--- src/core/cic_consts.svh ---
// Constants for the completion interrupt coalescer.
// Assumes a 200 MHz clock and limits sampled at reset release.
// Overview of operation
// - Hold time limit 0 to 63 ms
// - Time limit zero disables coalescing; default zero
// - Response batch limit 1 to 255
// - Count reached raises one covering interrupt
// - Batch limit below two: interrupt per response
// - Batch limit defaults to eight
// - Coalescing: interrupt at time or count first
// - Coalescing off: one interrupt per completion
// - New limits apply only after reset
`ifndef CIC_CONSTS_SVH
`define CIC_CONSTS_SVH
`define CIC_CLK_MHZ 200
`define CIC_MS_NS 1000000
`define CIC_CLK_NS 5
`define CIC_MS_CYCLES (`CIC_MS_NS / `CIC_CLK_NS)
`define CIC_TIME_W 6
`define CIC_COUNT_W 8
`define CIC_TIME_RST 6'h00
`define CIC_COUNT_RST 8'h08
`define CIC_BATCH_MIN 8'h02
`endif

--- src/core/cic_pkg.sv ---
// Types for the completion interrupt coalescer.
// Assumes the constants header is included by users.
package cic_pkg;
  typedef enum logic [1:0] {CIC_IDLE, CIC_PENDING} cic_state_type;
endpackage

--- src/core/cic_ms_tick.sv ---
// Millisecond tick divider.
// Assumes one clock and a synchronous active-low reset.
`include "cic_consts.svh"
module cic_ms_tick
  import cic_pkg::*;
#(
  parameter int unsigned MS_CYCLES = `CIC_MS_CYCLES
) (
  // Clock and reset
  input wire logic clock,
  input wire logic rst_n,
  // Control
  input wire logic restart,
  output logic tick
);
  logic [31:0] cnt_r;

  // Count cycles; restart aligns the first ms to the first pending response
  always_ff @(posedge clock) begin
    if (!rst_n || restart) begin
      cnt_r <= 32'h0;
      tick <= 1'b0;
    end else if (cnt_r == 32'(MS_CYCLES - 1)) begin
      cnt_r <= 32'h0;
      tick <= 1'b1;
    end else begin
      cnt_r <= cnt_r + 32'h1;
      tick <= 1'b0;
    end
  end
endmodule

--- src/core/cic_coalescer.sv ---
// Completion interrupt coalescer top.
// Assumes completion pulses and limits come from logic on the same clock.
`include "cic_consts.svh"
module cic_coalescer
  import cic_pkg::*;
#(
  parameter int unsigned MS_CYCLES = `CIC_MS_CYCLES
) (
  // Clock and reset
  input wire logic clock,
  input wire logic rst_n,
  // Configured limits, sampled at reset
  input wire logic [`CIC_TIME_W-1:0] hold_time_limit_ms,
  input wire logic [`CIC_COUNT_W-1:0] response_batch_limit,
  input wire logic limits_valid,
  // Completion stream
  input wire logic completion,
  // Host interrupt
  output logic irq,
  output logic [`CIC_COUNT_W-1:0] irq_count,
  output logic coalescing_on
);
  logic [`CIC_TIME_W-1:0] time_lim_r;
  logic [`CIC_COUNT_W-1:0] count_lim_r;
  logic [`CIC_COUNT_W-1:0] pend_r;
  logic [`CIC_COUNT_W-1:0] pend_nxt;
  logic [`CIC_TIME_W-1:0] ms_r;
  cic_state_type state_r;
  logic ms_tick;
  logic first_rsp;
  logic fire;
  logic in_reset_r;
  logic count_mode;
  // Check-only tallies
  logic [31:0] acc_r;
  logic [31:0] rep_r;
  logic [31:0] age_r;
  logic [31:0] age_lim;

  // Limits latched only while in reset or on its release cycle
  always_ff @(posedge clock) begin
    if (!rst_n) begin
      in_reset_r <= 1'b1;
      time_lim_r <= `CIC_TIME_RST;
      count_lim_r <= `CIC_COUNT_RST;
      coalescing_on <= (`CIC_TIME_RST != 6'h00);
    end else if (in_reset_r) begin
      in_reset_r <= 1'b0;
      if (limits_valid) begin
        time_lim_r <= hold_time_limit_ms;
        coalescing_on <= (hold_time_limit_ms != 6'h00);
        count_lim_r <= (response_batch_limit == 8'h00) ? 8'h01 : response_batch_limit;
      end
    end
  end

  // Mode decode and the next pending count
  assign count_mode = (count_lim_r >= `CIC_BATCH_MIN);
  assign first_rsp = completion && (state_r == CIC_IDLE);
  assign pend_nxt = (completion && pend_r != 8'hFF) ? pend_r + 8'h01 : pend_r;

  // Fire decision: per completion when not coalescing or batch limit below two, else time or count, whichever first
  always_comb begin
    fire = 1'b0;
    if (in_reset_r) begin
      fire = 1'b0;
    end else if (!coalescing_on || !count_mode) begin
      fire = completion;
    end else if (pend_nxt >= count_lim_r && pend_nxt != 8'h00) begin
      fire = 1'b1;
    end else if (state_r == CIC_PENDING && ms_tick && ms_r + 6'h01 >= time_lim_r) begin
      fire = 1'b1;
    end
  end

  cic_ms_tick #(
    .MS_CYCLES(MS_CYCLES)
  ) u_tick (
    .clock(clock),
    .rst_n(rst_n),
    .restart(first_rsp || fire),
    .tick(ms_tick)
  );

  // Pending state, count and elapsed ms
  always_ff @(posedge clock) begin
    if (!rst_n || in_reset_r) begin
      state_r <= CIC_IDLE;
      pend_r <= 8'h00;
      ms_r <= 6'h00;
    end else if (fire) begin
      state_r <= CIC_IDLE;
      pend_r <= 8'h00;
      ms_r <= 6'h00;
    end else begin
      pend_r <= pend_nxt;
      case (state_r)
        CIC_IDLE: begin
          if (completion) begin
            state_r <= CIC_PENDING;
            ms_r <= 6'h00;
          end
        end
        CIC_PENDING: begin
          if (ms_tick) begin
            ms_r <= ms_r + 6'h01;
          end
        end
        default: begin
          state_r <= CIC_IDLE;
        end
      endcase
    end
  end

  // Interrupt pulse and number of responses covered
  always_ff @(posedge clock) begin
    if (!rst_n) begin
      irq <= 1'b0;
      irq_count <= 8'h00;
    end else begin
      irq <= fire;
      irq_count <= fire ? pend_nxt : irq_count;
    end
  end

  // Shadow tallies of accepted and reported responses, used by checks only
  always_ff @(posedge clock) begin
    if (!rst_n) begin
      acc_r <= 32'h0;
      rep_r <= 32'h0;
    end else begin
      if (completion && !in_reset_r) begin
        acc_r <= acc_r + 32'h1;
      end
      if (irq) begin
        rep_r <= rep_r + 32'(irq_count);
      end
    end
  end

  // Age of the oldest unreported response, in cycles
  always_ff @(posedge clock) begin
    if (!rst_n || pend_r == 8'h00) begin
      age_r <= 32'h0;
    end else begin
      age_r <= age_r + 32'h1;
    end
  end

  // Longest hold: limit in clock cycles plus the cycle that fires
  assign age_lim = 32'(32'(time_lim_r) * MS_CYCLES + 32'h1);

  // Every accepted response is pending, just reported, or already reported
  AST_CONSERVE: assert property (@(posedge clock) disable iff (!rst_n)
    acc_r == rep_r + 32'(pend_r) + (irq ? 32'(irq_count) : 32'h0))
    else $error("Responses lost or counted twice");

  // No response waits longer than the hold time
  AST_AGE: assert property (@(posedge clock) disable iff (!rst_n)
    age_r <= age_lim)
    else $error("Response held past the time limit");

  // A timed interrupt comes exactly at the limit after the first response
  AST_TIME_EXACT: assert property (@(posedge clock) disable iff (!rst_n)
    (coalescing_on && count_mode && irq && irq_count < count_lim_r) |-> age_r == age_lim)
    else $error("Timed interrupt off the first response start");

  // Limits taken from the inputs on the release cycle
  AST_LATCH: assert property (@(posedge clock) disable iff (!rst_n)
    (in_reset_r && limits_valid) |=> time_lim_r == $past(hold_time_limit_ms) &&
      ($past(response_batch_limit) == 8'h00 || count_lim_r == $past(response_batch_limit)))
    else $error("Limits not taken at reset release");

  // Without valid limits the defaults stay
  AST_KEEP_DEFAULT: assert property (@(posedge clock) disable iff (!rst_n)
    (in_reset_r && !limits_valid) |=> time_lim_r == `CIC_TIME_RST &&
      count_lim_r == `CIC_COUNT_RST)
    else $error("Defaults lost without valid limits");

  // An interrupt always covers at least one response
  AST_NO_EMPTY: assert property (@(posedge clock) disable iff (!rst_n)
    irq |-> irq_count != 8'h00)
    else $error("Interrupt with no responses");

  // The release cycle neither interrupts nor counts
  AST_IGNORE_FIRST: assert property (@(posedge clock) disable iff (!rst_n)
    in_reset_r |=> !irq && pend_r == 8'h00)
    else $error("Activity on the reset release cycle");

  // Checks on the interrupt path, the pending state and the limits
  AST_OFF_EACH: assert property (@(posedge clock) disable iff (!rst_n)
    (!coalescing_on && !in_reset_r && completion) |=> irq && irq_count == 8'h01)
    else $error("No interrupt for completion with coalescing off");
  AST_SINGLE: assert property (@(posedge clock) disable iff (!rst_n)
    (!count_mode && !in_reset_r && completion) |=> irq)
    else $error("Batch limit below two did not interrupt");
  AST_COUNT: assert property (@(posedge clock) disable iff (!rst_n)
    (irq && coalescing_on && count_mode) |-> irq_count <= count_lim_r)
    else $error("Interrupt covered more than the limit");
  AST_HOLD: assert property (@(posedge clock) disable iff (!rst_n)
    (coalescing_on && count_mode && irq) |-> irq_count >= count_lim_r || $past(ms_tick))
    else $error("Interrupt raised early");
  AST_CLEAR: assert property (@(posedge clock) disable iff (!rst_n)
    irq |-> pend_r == 8'h00 && ms_r == 6'h00)
    else $error("Counters not cleared on interrupt");
  AST_START: assert property (@(posedge clock) disable iff (!rst_n)
    (state_r == CIC_IDLE && completion && !fire && !in_reset_r) |=> state_r == CIC_PENDING)
    else $error("Timer did not start");
  AST_STABLE: assert property (@(posedge clock) disable iff (!rst_n)
    !in_reset_r && !$past(in_reset_r) |-> $stable(time_lim_r) && $stable(count_lim_r))
    else $error("Limits changed outside reset");
  AST_RANGE: assert property (@(posedge clock) disable iff (!rst_n)
    !in_reset_r |-> count_lim_r != 8'h00)
    else $error("Batch limit zero");
  AST_TIMEOUT: assert property (@(posedge clock) disable iff (!rst_n)
    (state_r == CIC_PENDING && coalescing_on) |-> ms_r < time_lim_r)
    else $error("Hold time exceeded");
  AST_DEFAULT: assert property (@(posedge clock)
    (!rst_n) |=> time_lim_r == 6'h00 && count_lim_r == 8'h08)
    else $error("Wrong reset defaults");

  COV_OFF: cover property (@(posedge clock) !coalescing_on && irq);
  COV_BY_COUNT: cover property (@(posedge clock) coalescing_on && irq && irq_count == count_lim_r);
  COV_BY_TIME: cover property (@(posedge clock) coalescing_on && irq && irq_count < count_lim_r);
  COV_SINGLE: cover property (@(posedge clock) coalescing_on && !count_mode && irq);
  COV_JOIN: cover property (@(posedge clock)
    coalescing_on && count_mode && completion && fire);
endmodule

--- config.mk ---
export PLATFORM = sky130hd
export DESIGN_NAME = cic_coalescer
export DESIGN_NICKNAME = d
export VERILOG_FILES = /design/src/core/cic_pkg.sv /design/src/core/cic_ms_tick.sv /design/src/core/cic_coalescer.sv
export VERILOG_INCLUDE_DIRS = /design/src /design/src/core
export SDC_FILE = /design/constraint.sdc
export NUM_CORES = 1
export LEC_CHECK = 0
export BUFFER_PORTS_ARGS = -buffer_cell sky130_fd_sc_hd__buf_2
export CAP_MARGIN = 15
export CORE_AREA = 4 4 98 100
export CTS_CLUSTER_DIAMETER = 200
export DETAILED_ROUTE_END_ITERATION = 10
export DIE_AREA = 0 0 102 104
export PLACE_DENSITY = 0.67
export SYNTH_ARGS = -nofsm -noshare
export SYNTH_HDL_FRONTEND = slang
export SYNTH_SLANG_ARGS = --single-unit
--- constraint.sdc ---
create_clock -name clock -period 3.4 [get_ports clock]
set_clock_uncertainty 0.15 [all_clocks]
set_input_delay 0 -clock clock [delete_from_list [all_inputs] [get_ports clock]]
set_output_delay 0 -clock clock [all_outputs]
set_load 0.01 [all_outputs]
# Word-level counts from Yosys, hierarchy flattened
# Index checks and enable logic that the tools add are counted.
# totals
ff_bits,74
output_inout_bits,10
# classes
add_sub_neg,3
n_lt_le_gt_ge,3
n_eq_ne,5
n_mux,13
n_bitwise,1
reduce_logical,22
# ops
operator,n
32-bit by 1-bit adder with 32-bit output (second input constant),1
32-bit by 18-bit equality test with 1-bit output (second input constant),1
8-bit 2-to-1 mux,2
6-bit 2-to-1 mux,2
6-bit one-hot mux with 2 select lines,1
8-bit by 1-bit adder with 8-bit output (second input constant),1
8-bit by 2-bit greater-or-equal comparator with 1-bit output (second input constant),1
8-bit greater-or-equal comparator,1
8-bit logical NOT,1
8-bit != test (second input constant),1
8-bit nonzero test,1
6-bit by 1-bit adder with 6-bit output (second input constant),1
6-bit greater-or-equal comparator,1
1-bit 2-to-1 mux,6
6-bit nonzero test,1
1-bit logical AND,5
1-bit logical OR,4
2-bit one-hot mux with 2 select lines,1
2-bit AND reduction,2
2-bit OR reduction,2
1-bit logical NOT,3
3-bit AND reduction,1
2-bit by 1-bit equality test with 1-bit output (second input constant),1
2-bit logical NOT,1
5 further kinds,5

# Logic depth before layout (Yosys ltp)
# depth
word_depth,11
mapped_depth,12

# Cells and area by module
# Synthesis repeated with hierarchy kept, for this count alone.
# unflattened
cells_unflattened,480
area_unflattened_um2,3882.5
# by_module_without_submodules
module,n_inst,cells_per_inst,area_each_um2,seq_area_each_um2
cic_coalescer,1,285,2277.2,800.8
cic_ms_tick,1,195,1605.3,660.6

# Worst setup path before layout
# No wires, ideal clock.
# synth_path
path_kind,flip-flop to flip-flop
start,reg pend_r[0]
end,reg pend_r[1]
t_arrival_ns,2.672
setup_slack_ns,0.462
stages_incl_launch_ff,11
n_path_buf,0
period_less_slack_ns,2.938
cell_sequence,dfxtp_1 > ha_1 > nand4_1 > o21ai_0 > mux2_2 > ha_1 > nand3_1 > a21oi_1 > o221ai_2 > o2111ai_4 > and2b_2
# synth_via
elab_chain_len,9
# synth_lines
item,line_no,rtl
from (decl),cic_coalescer.sv:25,logic [`CIC_COUNT_W-1:0] pend_r;
from (signal assigned),cic_coalescer.sv:96,pend_r <= pend_nxt;
"parallel branches: the longest is 2 deep, another holds 8-bit by 1-bit adder with 8-bit output",--,
8-bit 2-to-1 mux (*),cic_coalescer.sv:60,assign pend_nxt = (completion && pend_r != 8'hFF) ? pend_r + 8'h01 : pend_r;
named net pend_nxt[1],cic_coalescer.sv:26,logic [`CIC_COUNT_W-1:0] pend_nxt;
8-bit greater-or-equal comparator / 8-bit nonzero test (equally long branches),cic_coalescer.sv:69,end else if (pend_nxt >= count_lim_r && pend_nxt != 8'h00) begin
1-bit logical AND,cic_coalescer.sv:69,
1-bit 2-to-1 mux,cic_coalescer.sv:69,
1-bit 2-to-1 mux,cic_coalescer.sv:67,end else if (!coalescing_on || !count_mode) begin
1-bit 2-to-1 mux,cic_coalescer.sv:65,if (in_reset_r) begin
2-bit OR reduction (no source line),--,
# Mark *: on every way through the listed nets, which the timed path passes.
# A chain may end at the register's enable or synchronous reset.

# Worst setup path after layout
# layout_path
start,reg pend_r[1]
end,reg pend_r[6]
# layout_via
elab_chain_len,9
# layout_lines
item,line_no
"parallel branches: the longest is 2 deep, another holds 8-bit by 1-bit adder with 8-bit output",--
8-bit 2-to-1 mux (*),cic_coalescer.sv:60
named net pend_nxt[3],cic_coalescer.sv:26
8-bit greater-or-equal comparator / 8-bit nonzero test (equally long branches),cic_coalescer.sv:69
1-bit logical AND (*),cic_coalescer.sv:69
1-bit 2-to-1 mux (*),cic_coalescer.sv:69
1-bit 2-to-1 mux (*),cic_coalescer.sv:67
1-bit 2-to-1 mux (*),cic_coalescer.sv:65
2-bit OR reduction (no source line) (*),--
# Marked as above.

==> out/qor.txt <==
Outcome -> finished clean
Slew headroom -> 61.0%
GP Congestion -> 0.896
Leakage -> 1.64 nW
Hold WS -> 0.104 ns
Largest area contributor in the synthesized netlist -> dfxtp_1
Die Span X -> 102 um
Initial antenna violation count -> 0
Adder-cell share of the synthesized area -> 5.58%
CTS tree -> built
Measured slew at the worst slew-check pin -> 0.581 ns
Hold Fails Final Rpt -> 0
Sequential power share -> 52.4%
Sequential cell area -> 0.00146 mm^2
Post-synthesis compound-gate area fraction -> 10.7%
# fillers -> 840
Syn_nets -> 485
Fin area -> 0.00441 mm^2
Drt total wl -> 7.89 mm
Ports -> 28
Routed vias -> 3,155
# DRC -> 0
GRT Residual Overflow -> 0
Worst Setup End Kind -> flop
CP Class -> flop to flop
Area of the multi-input gates -> 0.00217 mm^2
Setup tns final -> 0 ns
Largest family of logic cells by synthesized area -> simple AND/OR/NAND/NOR gates
Total net switching power -> 412 uW
Core box area -> 0.00868 mm^2
Path depth of the worst reg2reg path -> 12
Switching share of power -> 24.5%
Post-Synth XOR/XNOR Area -> 9.18%
Clock Path Buffers -> 2
Synth top area cells -> dfxtp_1, nand2_1, ha_1
Post-CTS setup repair buffer count -> 0
Met1 WL -> 3.72 mm
Placed Area -> 0.00404 mm^2
Final core utilization -> 50.8%
Worst vdd ir -> 0.000174 V
Ys Warns -> 0
Most common cell in the synthesized netlist -> dfxtp_1
Final setup viols -> 0
Post-DP HPWL -> 5.47 mm
First-pass GRT wire length -> 13.8 mm
NumNets Final -> 529
Vias per cell -> 5.20
Share of total power in the clock network -> 39.5%
Top cells by count, synth -> dfxtp_1, nand2_1, nor2_1
Synth top area share -> 38.3%
Clock Root Buffer -> clkbuf_8
Layout cells sized above 1 -> 16.0%
Max Freq -> 316 MHz
Simple-Gate Fraction of Synth Area -> 28.4%
Syn avg cell area -> 8.48 um^2
CP Data Arrival Time -> 3.25 ns
Max cap viols -> 0
Antenna Cells -> 0
Total Routing Usage GR -> 15.8%
Multiplexer area fraction after synthesis -> 2.98%
Cells after synthesis -> 450
Combinational share of power -> 8.1%
Vias in the first global route -> 3,015
I/O Buffers -> 27
Cell Rows -> 34
#FFs+latches synth -> 73
Met3 WL -> 232 um
1st-pass router iterations -> 4
Startpoint Class -> flop
Post-synth EDFFs -> 0
Worst skew pair latency -> 0.34 ns
Crit path max fanout -> 9
CTS Sinks -> 73
Slew Viols, Final -> 0
Avg WL per Cell -> 13.0 um
P&R area growth vs syn -> 15.5%
Internal power -> 1.27 mW
Die area -> 0.0106 mm^2
Mapped Area -> 0.00381 mm^2
TritonCTS buffer count -> 9
Clock H-tree levels -> 3
CTS clk-pin slew, worst paths -> 0.08 ns
Height of the die -> 104 um
Pwr Total -> 1.68 mW
Post-route minimum period -> 3.16 ns
Antenna viol nets, final -> 0
Pwr Density -> 381 mW/mm^2
Initial DRC count -> 135
Largest net degree at the start of global routing -> 34
Async set-reset flop share out of synthesis -> 0%
Uppermost layer routed -> met4
Initial Util -> 44.0%
Hold Path Depth -> 4
Part of the cycle the worst path needs -> 93.0%
Reg2reg setup slack -> 0.24 ns
Netlist cell types -> 49
Top FF cell, synth -> dfxtp_1
Sequential-to-total area share from yosys stat -> 38.3%
Tightest Hold Check Type -> primary input to flop
Routed met2 length -> 3.76 mm
WP data required -> 3.49 ns
==> through the flow <==
stage          std cells  setup slack (ns)
6_report             607             0.237
5_1_grt              607           -0.0119
3_3_place_gp         573             0.174
4_1_cts              607            0.0864
2_1_floorplan        450             0.462
3_5_place_dp         573             0.115
==> state kept, by name, summed over array words and instances (netlist names) <==
| register | cells |
|---|---|
| pend_r | 8 |
| u_tick.tick | 1 |
| count_lim_r | 8 |
| irq | 1 |
| u_tick.cnt_r | 32 |
| coalescing_on | 1 |
| irq_count | 8 |
| state_r | 1 |
| ms_r | 6 |
| in_reset_r | 1 |
| time_lim_r | 6 |
==> power by group through the flow <==
| stage | Sequential [mW] | Clock (mW) | Combinational [mW] |
|---|---|---|---|
| finish | 0.881 | 0.663 | 0.136 |
| global route | 0.883 | 0.720 | 0.151 |
| detailed placement | 0.901 | 0 | 0.118 |
| global placement | 0.901 | 0 | 0.115 |
| CTS | 0.881 | 0.675 | 0.135 |
| floorplan | 0.899 | 0 | 0.0873 |
==> what timing repair did <==
| item | in CTS | in global routing |
|---|---|---|
| setup endpoints to repair | 0 | 51 |
| hold endpoints to repair | 25 | 0 |
| gates resized for setup | 0 | 2 |
| hold buffers | 18 | 0 |
==> cell families after synthesis <==
group	count (synthesis)
AO/OA/AOI/OAI	55
XOR/XNOR	40
adder cells (fa/ha/maj)	17
buffers and inverters	41
flip-flops	73
multiplexers	11
AND/OR/NAND/NOR	213
==> worst max-delay path, stage by stage, from the launching register on <==
cell	delay [ns]
dfxtp_1	0.38
ha_1	0.27
nand4_1	0.19
or2_2	0.34
nand3_1	0.09
o21a_1	0.24
ha_1	0.18
a21oi_1	0.06
o21ai_0	0.25
o221ai_2	0.22
o2111ai_4	0.39
buf_4	0.25
nor2_2	0.04
==> layer usage <==
metal,vias to the layer above,global-route usage [%]
li1,1616,-
met1,1469,21.1
met2,51,24.8
met3,19,2.35
met4,0,7.69
met5,-,0
==> placed cells by master, fill, tap and decap left out, types with 2 or more instances in the layout <==
master and n:
a21oi_1 31, a22oi_1 2, and2_1 7, and3_1 6, and4_1 5, buf_2 27
buf_4 3, clkbuf_1 2, clkbuf_8 9, clkinv_2 2, dfxtp_1 73, dlygate4sd3_1 18
ha_1 17, inv_1 25, mux2_2 3, mux2i_1 8, nand2_1 68, nand2b_1 3
nand3_1 24, nand4_1 9, nor2_1 41, nor2_2 13, nor3_1 6, nor3b_1 7
nor4_1 7, o211ai_1 2, o21a_1 3, o21ai_0 5, or2_2 4, or3_1 4
xnor2_1 19, xor2_1 21
==> path summary, 6_finish.rpt <==
check,startpoint,endpoint
worst min-delay path,limits_valid,time_lim_r[3]
worst max register to register,pend_r[1],pend_r[6]
worst min register to register,time_lim_r[3],time_lim_r[3]
worst max-delay path,pend_r[1],pend_r[6]
==> cell type report <==
type	instances	area share, %
Tap cell	108	3.07
Clock inverter	5	1.28
Clock buffer	11	2.98
Multi-Input combinational cell	336	49.3
Timing Repair Buffer	49	8.12
Inverter	25	2.13
Sequential cell	73	33.2
Note: power is estimated with default switching activity, not from simulation.
